===== config.mk =====
export PLATFORM = sky130hd
export DESIGN_NAME = switch_command_setup_sequencer
export DESIGN_NICKNAME = d
export VERILOG_FILES = /design/src/logic/setup_seq_pkg.sv /design/src/logic/switch_command_setup_sequencer.sv /design/src/logic/led_flasher.sv
export VERILOG_INCLUDE_DIRS = /design/src /design/src/logic
export SDC_FILE = /design/constraint.sdc
export NUM_CORES = 1
export LEC_CHECK = 0
export ABC_AREA = 1
export BUFFER_PORTS_ARGS = -buffer_cell sky130_fd_sc_hd__buf_2
export CORE_UTILIZATION = 36
export DETAILED_ROUTE_END_ITERATION = 16
export GPL_ROUTABILITY_DRIVEN = 0
export PLACE_DENSITY = 0.6
export SYNTH_ARGS = -nofsm -noshare
export SYNTH_HDL_FRONTEND = slang
export SYNTH_SLANG_ARGS = --single-unit

===== constraint.sdc =====
create_clock -name i_mclk -period 3.4 [get_ports i_mclk]
set_input_delay 0.17 -clock i_mclk [delete_from_list [all_inputs] [get_ports i_mclk]]
set_output_delay 0.17 -clock i_mclk [all_outputs]
set_load 0.05 [all_outputs]

===== src/logic/setup_seq_regs.svh =====
/*
 Constants for the switch command setup sequencer: step counts, factory
 defaults and timing counts. Assumes a 40 MHz master clock.
*/
`ifndef SETUP_SEQ_REGS_SVH
`define SETUP_SEQ_REGS_SVH

// ----------------------------------------------------------------------
// Setup sequence
// ----------------------------------------------------------------------
`define PROG_STEPS 3'h6
`define NUM_OUTPUTS 24
`define NUM_INPUTS 8
`define MAX_BLOCKS 3'h4
`define SETUP_MAX 4'h8
`define SETUP_CATHODE 4'h5
`define ABORT_FLASHES 3'h5
`define SELECT_FLASHES 3'h2
`define ACK_FLASHES 3'h1

// ----------------------------------------------------------------------
// Factory defaults
// ----------------------------------------------------------------------
`define DEF_BASE_ADDR 11'h065
`define DEF_FIRST_BLOCK 11'h001
`define DEF_SETUP 4'h1

// ----------------------------------------------------------------------
// Timing
// ----------------------------------------------------------------------
`define MCLK_HZ 40000000
`define FLASH_HALF_MS 250
`define CALC_MS 100
`define FLASH_HALF_CYC ((`MCLK_HZ / 1000) * `FLASH_HALF_MS)
`define CALC_CYC ((`MCLK_HZ / 1000) * `CALC_MS)

`endif


===== src/logic/setup_seq_pkg.sv =====
/*
 Types for the switch command setup sequencer.
 Assumes the bus decoder delivers switch commands on the same clock.
*/
`default_nettype none

package setup_seq_pkg;

    typedef struct packed {
        logic valid;
        logic [10:0] addr;
        logic thrown;
    } sw_cmd_t;

    typedef struct packed {
        logic [10:0] base_addr;
        logic [10:0] first_block;
        logic [2:0] num_blocks;
        logic [10:0] west_addr;
        logic [10:0] east_addr;
        logic [10:0] switch_addr;
        logic [3:0] setup_no;
        logic anode;
        logic out_msg_en;
        logic in_en;
    } cfg_t;

    typedef enum logic [2:0] {
        S_RUN = 3'b000,
        S_STEP = 3'b001,
        S_ACK2 = 3'b010,
        S_CALC = 3'b011
    } state_t;

endpackage : setup_seq_pkg

`default_nettype wire


===== src/logic/switch_command_setup_sequencer.sv =====
/*
 Setup sequencer and output driver of the signal and indicator controller.
 Assumes switch commands arrive decoded, one-cycle valid, on i_mclk; the
 jumper and occupancy inputs are raw pins; configuration storage sits
 outside and takes o_cfg on o_cfg_wr.
*/
`timescale 1ns/1ps
`default_nettype none
`include "setup_seq_regs.svh"

module switch_command_setup_sequencer #(
    parameter int FLASH_HALF_CYC = `FLASH_HALF_CYC,
    parameter int CALC_CYC = `CALC_CYC
) (
    input wire logic i_mclk,
    input wire logic i_arst_n,
    input wire logic i_program_jumper_n,
    input wire setup_seq_pkg::sw_cmd_t i_cmd,
    input wire logic [7:0] i_occupancy_n,
    output logic [23:0] o_outputs,
    output logic o_setup_mode,
    output logic o_busy,
    output logic [7:0] o_occupied,
    output setup_seq_pkg::cfg_t o_cfg,
    output logic o_cfg_wr
);
    import setup_seq_pkg::*;

    // ------------------------------------------------------------------
    // Pin synchronisers and power-up strap
    // ------------------------------------------------------------------
    logic [1:0] jmp_r;
    logic [7:0] occ_s1_r, occ_s2_r;
    logic [1:0] cap_r, cap_nxt;
    logic setup_mode_r, setup_mode_nxt;

    always_comb begin
        cap_nxt = cap_r;
        setup_mode_nxt = setup_mode_r;
        if (cap_r != 2'h3) begin
            cap_nxt = cap_r + 2'h1;
            if (cap_r == 2'h2) begin
                setup_mode_nxt = ~jmp_r[1];
            end
        end
    end

    always_ff @(posedge i_mclk or negedge i_arst_n) begin
        if (!i_arst_n) begin
            jmp_r <= 2'h3;
            occ_s1_r <= 8'hff;
            occ_s2_r <= 8'hff;
            cap_r <= 2'h0;
            setup_mode_r <= 1'b0;
        end else begin
            jmp_r <= {jmp_r[0], i_program_jumper_n};
            occ_s1_r <= i_occupancy_n;
            occ_s2_r <= occ_s1_r;
            cap_r <= cap_nxt;
            setup_mode_r <= setup_mode_nxt;
        end
    end

    assign o_occupied = ~occ_s2_r;

    // ------------------------------------------------------------------
    // Setup sequence
    // ------------------------------------------------------------------
    state_t state_r, state_nxt;
    logic [2:0] step_r, step_nxt;
    logic [5:0] prog_r, prog_nxt;
    logic [5:0] opt_r, opt_nxt;
    logic [10:0] val_r [0:5];
    logic [10:0] val_nxt [0:5];
    logic [31:0] calc_r, calc_nxt;
    logic [3:0] sel_r, sel_nxt;
    cfg_t cfg_r, cfg_nxt;
    logic cfg_wr_r, cfg_wr_nxt;
    logic fl_start, fl_busy, fl_led;
    logic [2:0] fl_count;
    logic take;

    function automatic logic [10:0] opt_addr(input logic thrown, input logic [10:0] a);
        opt_addr = thrown ? a : 11'h000;
    endfunction : opt_addr

    // no source filtering; commands arriving during a flash burst are dropped
    assign take = i_cmd.valid && (state_r == S_STEP) && !fl_busy;

    always_comb begin
        state_nxt = state_r;
        step_nxt = step_r;
        prog_nxt = prog_r;
        opt_nxt = opt_r;
        val_nxt = val_r;
        calc_nxt = calc_r;
        sel_nxt = sel_r;
        cfg_nxt = cfg_r;
        cfg_wr_nxt = 1'b0;
        fl_start = 1'b0;
        fl_count = `ACK_FLASHES;
        case (state_r)
            S_RUN: begin
                if (setup_mode_r) begin
                    state_nxt = S_STEP;
                end
            end
            S_STEP: begin
                if (take && step_r != `PROG_STEPS) begin
                    val_nxt[step_r] = i_cmd.addr;
                    opt_nxt[step_r] = i_cmd.thrown;
                    fl_start = 1'b1;
                    prog_nxt[step_r] = 1'b1;
                    step_nxt = step_r + 3'h1;
                end else if (take && (!i_cmd.thrown || i_cmd.addr == 11'h000
                             || i_cmd.addr > 11'(`SETUP_MAX))) begin
                    fl_start = 1'b1;
                    fl_count = `ABORT_FLASHES;
                    step_nxt = 3'h0;
                    prog_nxt = 6'h00;
                end else if (take) begin
                    sel_nxt = i_cmd.addr[3:0];
                    fl_start = 1'b1;
                    fl_count = `SELECT_FLASHES;
                    state_nxt = S_ACK2;
                end
            end
            S_ACK2: begin
                calc_nxt = '0;
                if (!fl_busy) begin
                    state_nxt = S_CALC;
                end
            end
            S_CALC: begin
                calc_nxt = calc_r + 32'h1;
                if (calc_r == 32'(CALC_CYC - 1)) begin
                    cfg_nxt.base_addr = val_r[0];
                    cfg_nxt.out_msg_en = opt_r[0];
                    cfg_nxt.first_block = val_r[1];
                    cfg_nxt.in_en = opt_r[1];
                    cfg_nxt.num_blocks = (val_r[2] > 11'(`MAX_BLOCKS)) ?
                        `MAX_BLOCKS : val_r[2][2:0];
                    cfg_nxt.west_addr = opt_addr(opt_r[3], val_r[3]);
                    cfg_nxt.east_addr = opt_addr(opt_r[4], val_r[4]);
                    cfg_nxt.switch_addr = opt_addr(opt_r[5], val_r[5]);
                    cfg_nxt.setup_no = sel_r;
                    // anode for all but one setup
                    cfg_nxt.anode = (sel_r != `SETUP_CATHODE);
                    cfg_wr_nxt = 1'b1;
                    fl_start = 1'b1;
                    step_nxt = 3'h0;
                    prog_nxt = 6'h00;
                    state_nxt = S_STEP;
                end
            end
            default: begin
                state_nxt = S_RUN;
            end
        endcase
    end

    always_ff @(posedge i_mclk or negedge i_arst_n) begin
        if (!i_arst_n) begin
            state_r <= S_RUN;
            step_r <= 3'h0;
            prog_r <= 6'h00;
            opt_r <= 6'h00;
            for (int i = 0; i < 6; i++) begin
                val_r[i] <= 11'h000;
            end
            calc_r <= '0;
            sel_r <= 4'h0;
            cfg_r <= '{base_addr: `DEF_BASE_ADDR, first_block: `DEF_FIRST_BLOCK,
                       num_blocks: `MAX_BLOCKS, west_addr: 11'h000,
                       east_addr: 11'h000, switch_addr: 11'h000,
                       setup_no: `DEF_SETUP, anode: 1'b1, out_msg_en: 1'b1,
                       in_en: 1'b1};
            cfg_wr_r <= 1'b0;
        end else begin
            state_r <= state_nxt;
            step_r <= step_nxt;
            prog_r <= prog_nxt;
            opt_r <= opt_nxt;
            val_r <= val_nxt;
            calc_r <= calc_nxt;
            sel_r <= sel_nxt;
            cfg_r <= cfg_nxt;
            cfg_wr_r <= cfg_wr_nxt;
        end
    end

    led_flasher #(.HALF_CYC(FLASH_HALF_CYC)) u_flash (
        .i_mclk(i_mclk),
        .i_arst_n(i_arst_n),
        .i_start(fl_start),
        .i_count(fl_count),
        .o_busy(fl_busy),
        .o_led(fl_led)
    );

    // ------------------------------------------------------------------
    // Run mode: addressed outputs and block signalling
    // ------------------------------------------------------------------
    logic [23:0] cmd_out_r, cmd_out_nxt, lit, abs_lit, drv_r;
    logic [10:0] idx;

    assign idx = i_cmd.addr - cfg_r.base_addr;

    always_comb begin
        cmd_out_nxt = cmd_out_r;
        if (i_cmd.valid && !setup_mode_r && i_cmd.addr >= cfg_r.base_addr
            && idx < 11'(`NUM_OUTPUTS)) begin
            cmd_out_nxt[idx[4:0]] = i_cmd.thrown;
        end
    end

    // three-LED head per block: green, yellow, red
    always_comb begin
        abs_lit = 24'h000000;
        for (int k = 0; k < 4; k++) begin
            if (3'(k) < cfg_r.num_blocks) begin
                if (o_occupied[k] && cfg_r.in_en) begin
                    abs_lit[3*k+2] = 1'b1;
                end else if (3'(k + 1) < cfg_r.num_blocks && o_occupied[k+1]
                             && cfg_r.in_en) begin
                    abs_lit[3*k+1] = 1'b1;
                end else begin
                    abs_lit[3*k] = 1'b1;
                end
            end
        end
    end

    always_comb begin
        if (setup_mode_r) begin
            lit = {18'h00000, prog_r ^ {6{fl_led}}};
        end else if (cfg_r.setup_no == `DEF_SETUP) begin
            lit = abs_lit;
        end else begin
            lit = cmd_out_r;
        end
    end

    always_ff @(posedge i_mclk or negedge i_arst_n) begin
        if (!i_arst_n) begin
            cmd_out_r <= 24'h000000;
            drv_r <= 24'hffffff;
        end else begin
            cmd_out_r <= cmd_out_nxt;
            drv_r <= cfg_r.anode ? ~lit : lit;
        end
    end

    assign o_outputs = drv_r;
    assign o_setup_mode = setup_mode_r;
    assign o_busy = fl_busy || state_r == S_ACK2 || state_r == S_CALC;
    assign o_cfg = cfg_r;
    assign o_cfg_wr = cfg_wr_r;
endmodule : switch_command_setup_sequencer

`default_nettype wire


===== src/logic/led_flasher.sv =====
/*
 Flash generator: emits a given number of on/off flashes.
 Assumes start is a one-cycle pulse on the same clock; a start while
 busy restarts the burst.
*/
`timescale 1ns/1ps
`default_nettype none

module led_flasher #(
    parameter int HALF_CYC = 10000000
) (
    input wire logic i_mclk,
    input wire logic i_arst_n,
    input wire logic i_start,
    input wire logic [2:0] i_count,
    output logic o_busy,
    output logic o_led
);
    logic [31:0] tick_r, tick_nxt;
    logic [3:0] half_r, half_nxt;

    always_comb begin
        tick_nxt = tick_r;
        half_nxt = half_r;
        if (i_start) begin
            tick_nxt = '0;
            half_nxt = {i_count, 1'b0};
        end else if (half_r != 4'h0) begin
            if (tick_r == 32'(HALF_CYC - 1)) begin
                tick_nxt = '0;
                half_nxt = half_r - 4'h1;
            end else begin
                tick_nxt = tick_r + 32'h1;
            end
        end
    end

    always_ff @(posedge i_mclk or negedge i_arst_n) begin
        if (!i_arst_n) begin
            tick_r <= '0;
            half_r <= '0;
        end else begin
            tick_r <= tick_nxt;
            half_r <= half_nxt;
        end
    end

    assign o_busy = (half_r != 4'h0);
    // Odd half counts are the lit phase; a burst opens dark so an LED
    // that is already on still shows every flash
    assign o_led = half_r[0];

endmodule : led_flasher

`default_nettype wire


==> impl_metrics.py <==
metrics = {
    "run_status": {
        "outcome": "completed",
    },
    "sta": {
        "min_period_ps": 2710,
        "setup_violations": 0,
        "drv_slew": 0,
        "worst_slack_ps": 691,
        "fmax_mhz": 369,
        "rsz0062_at_grt": "no",
        "fin_skew_ps": 19.8,
        "hold-worst-slack_ps": 123,
        "slew_headroom": 0.300,
        "hold_viol": 0,
        "worst_pin_slew_ps": 1050,
        "final.period_utilization": 0.797,
        "tns_ps": 0,
    },
    "setup_path": {
        "endpoint_kind": "flop",
        "crit_path_max_fanout": 48,
        "worstRegToRegCells": 16,
        "cp_data_arrival_time_ps": 3150,
        "crit_type": "input pin to flop",
        "required_ps": 3840,
        "r2r_slack_ps": 700,
        "start_kind": "input pin",
    },
    "routing": {
        "vias_per_cell": 4.90,
        "dr_wl_met3_mm": 2.04,
        "topRoutingLayerUsed": "met4",
        "firstDrtPassIters": 6,
        "wl_met2_mm": 16.8,
        "antenna_left": 0,
        "routed_wl_mm": 35.9,
        "wl_met1_mm": 16.3,
        "route.detailed.drc": 0,
        "wl_per_cell_um": 14.9,
        "vias": 11800,
        "drt_iter0_drc": 794,
    },
    "global_route": {
        "grt_start_max_net_pins": 85,
        "grt_pass1_wl_mm": 59.2,
        "grt_usage": 0.180,
        "grt_pass1_vias": 11400,
        "antenna_found_initial": 0,
        "grt_overflow": 0,
    },
    "clock_network": {
        "clock_latency_ps": 550,
        "root_buffer": "clkbuf_16",
        "cts_resized": 0,
        "cts_made_buffers": 36,
        "cts_setup_buffers": 0,
        "clk_path_buf_depth": 3,
        "htree_levels": 2,
        "cts_tree": "yes",
        "path_clk_slew_ps": 60,
        "cts_num_sinks": 289,
    },
    "die": {
        "die_w_um": 200,
        "dieArea_mm2": 0.0402,
        "start_util": 0.366,
        "coreArea_mm2": 0.0387,
        "die_height_um": 200,
        "rows": 72,
        "ios": 124,
    },
    "yosys": {
        "synth_cell_types": 48,
        "synth_fp_nets": 1788,
        "synth_xor_area_frac": 0.0303,
        "yosys.area.top_type": "dfrtp_1",
        "yosys-top-cells-area": "dfrtp_1, nand2_1, dfstp_2",
        "synth.area.mux_share": 0.00353,
        "avgSynthCellArea_um2": 8.15,
        "ys.warnings.count": 0,
        "synth_compound_area_frac": 0.0917,
        "netlist_instances": 1740,
        "ys_ff_latch": 289,
        "synth-edff-count": 0,
        "syn-cell-area_mm2": 0.0142,
        "synth_top_area_frac": 0.418,
        "synth-main-ff-cell": "dfrtp_1",
        "synth_top_family_by_area": "simple AND/OR/NAND/NOR gates",
        "synth-adder-area-share": 0.0217,
        "synth-simple-area-share": 0.263,
        "ys_seq_area_frac": 0.514,
        "synthArstFlopShare": 1.00,
    },
    "power_and_ir_drop": {
        "cellLeakagePower_nw": 7.88,
        "power_w": 0.00797,
        "vdd_drop_max_mv": 0.291,
        "p_per_area_mw_per_mm2": 481,
    },
    "finish": {
        "layoutNonFillerInstCount": 2411,
        "final_cell_mix": "nand2_1, dfrtp_1, inv_1",
        "seq_area_mm2": 0.00730,
        "num-fill-cells": 3891,
        "diodes": 0,
        "multi_input_comb_area_mm2": 0.00582,
        "drive_above_1_share": 0.143,
        "final_common_cell": "nand2_1",
        "area_delta_synth_final_pct": 16.8,
        "nNetsFinal": 1913,
    },
    "min_path": {
        "hold_class": "input pin to flop",
        "hold_depth": 3,
    },
    "place": {
        "dp_hpwl_mm": 24.7,
        "place_ws_ps": 720,
        "port_buffers": 123,
        "dp_cells": 2334,
    },
    "job": {
        "maxCapViolations": 0,
    },
}
through the flow:
stage | utilization | instance area (um^2)
floorplan | - | 14200
global placement | 0.395 | 15300
detailed placement | 0.395 | 15300
CTS | 0.428 | 16600
global route | 0.428 | 16600
finish | 0.428 | 16600
kinds of logic after synthesis:
logic type / after synthesis
flops: 289
compound gates: 244
buf+inv: 263
xor+xnor: 49
mux: 5
simple gates: 866
fa+ha+maj: 24
cell type report:
cell class	instances	share of cell area
repair buffers	151	0.0536
flip-flops and latches	289	0.441
multi-input cells	1188	0.352
clock inverters	10	0.00506
well taps	518	0.0391
clock buffers	56	0.0650
inverters	199	0.0451
routing by layer:
metal	GRT usage	up-vias
li1	-	5884
met1	0.240	5610
met2	0.294	275
met3	0.0409	55
met4	0.0515	0
met5	0	-
repair_timing:
| action | CTS | global route |
|---|---|---|
| setup endpoints to repair | 0 | 0 |
| endpoints found under the hold margin | 68 | 0 |
| hold buffers | 11 | 0 |
where the power goes:
part | switching, W | internal [W]
Clock | 0.00152 | 0.00220
Sequential | 0.0000370 | 0.00352
Combinational | 0.000520 | 0.000173
Total | 0.00207 | 0.00589
state kept, by name (all words and copies together), names as in the netlist, 5 cells and up:
register	count
calc_r	32
cmd_out_r	24
o_cfg	65
o_outputs	24
occ_s1_r	8
occ_s2_r	8
opt_r	5
prog_r	6
u_flash.tick_r	32
val_r	66
cells in the mapped netlist, types with 5 or more instances:
master	instances
nor2_1	134
xnor2_1	6
buf_4	5
nand2_1	492
buf_6	5
buf_2	23
nor3_1	45
xor2_1	43
nor4_1	9
mux2i_1	5
ha_1	23
o21ai_0	157
a21oi_1	31
inv_2	5
dfstp_2	52
nor2_4	5
clkbuf_1	27
inv_1	191
o21ai_1	28
nand4_1	63
dfrtp_1	237
o211ai_1	9
nand3_1	101
worst max-delay path, cell delays in order:
cell	delay [ps]
dlygate4sd3_1	560
buf_2	140
inv_1	180
ha_1	180
inv_1	80
fa_1	410
nand2_1	100
nand2_1	100
nand3b_1	120
nand2_1	70
nand2_1	80
nand2_1	50
nand2_1	60
nand2_1	50
nor2_2	70
buf_4	390
nand4_1	140
nand2_1	120
inv_1	50
final timing paths:
kind,end,start
setup / recovery,cmd_out_r[4]$_DFFE_PN0P_,i_cmd[1]
hold / removal,val_r[41]$_DFFE_PN0P_,i_cmd[9]
setup reg to reg,cmd_out_r[4]$_DFFE_PN0P_,o_cfg[54]$_DFFE_PN1P_
min in group asynchronous,calc_r[24]$_DFFE_PN0P_,i_arst_n
max in group asynchronous,occ_s2_r[3]$_DFF_PN1_,i_arst_n
hold reg to reg,jmp_r[1]$_DFF_PN1_,jmp_r[0]$_DFF_PN1_
Power figures use the tool's default switching activity.
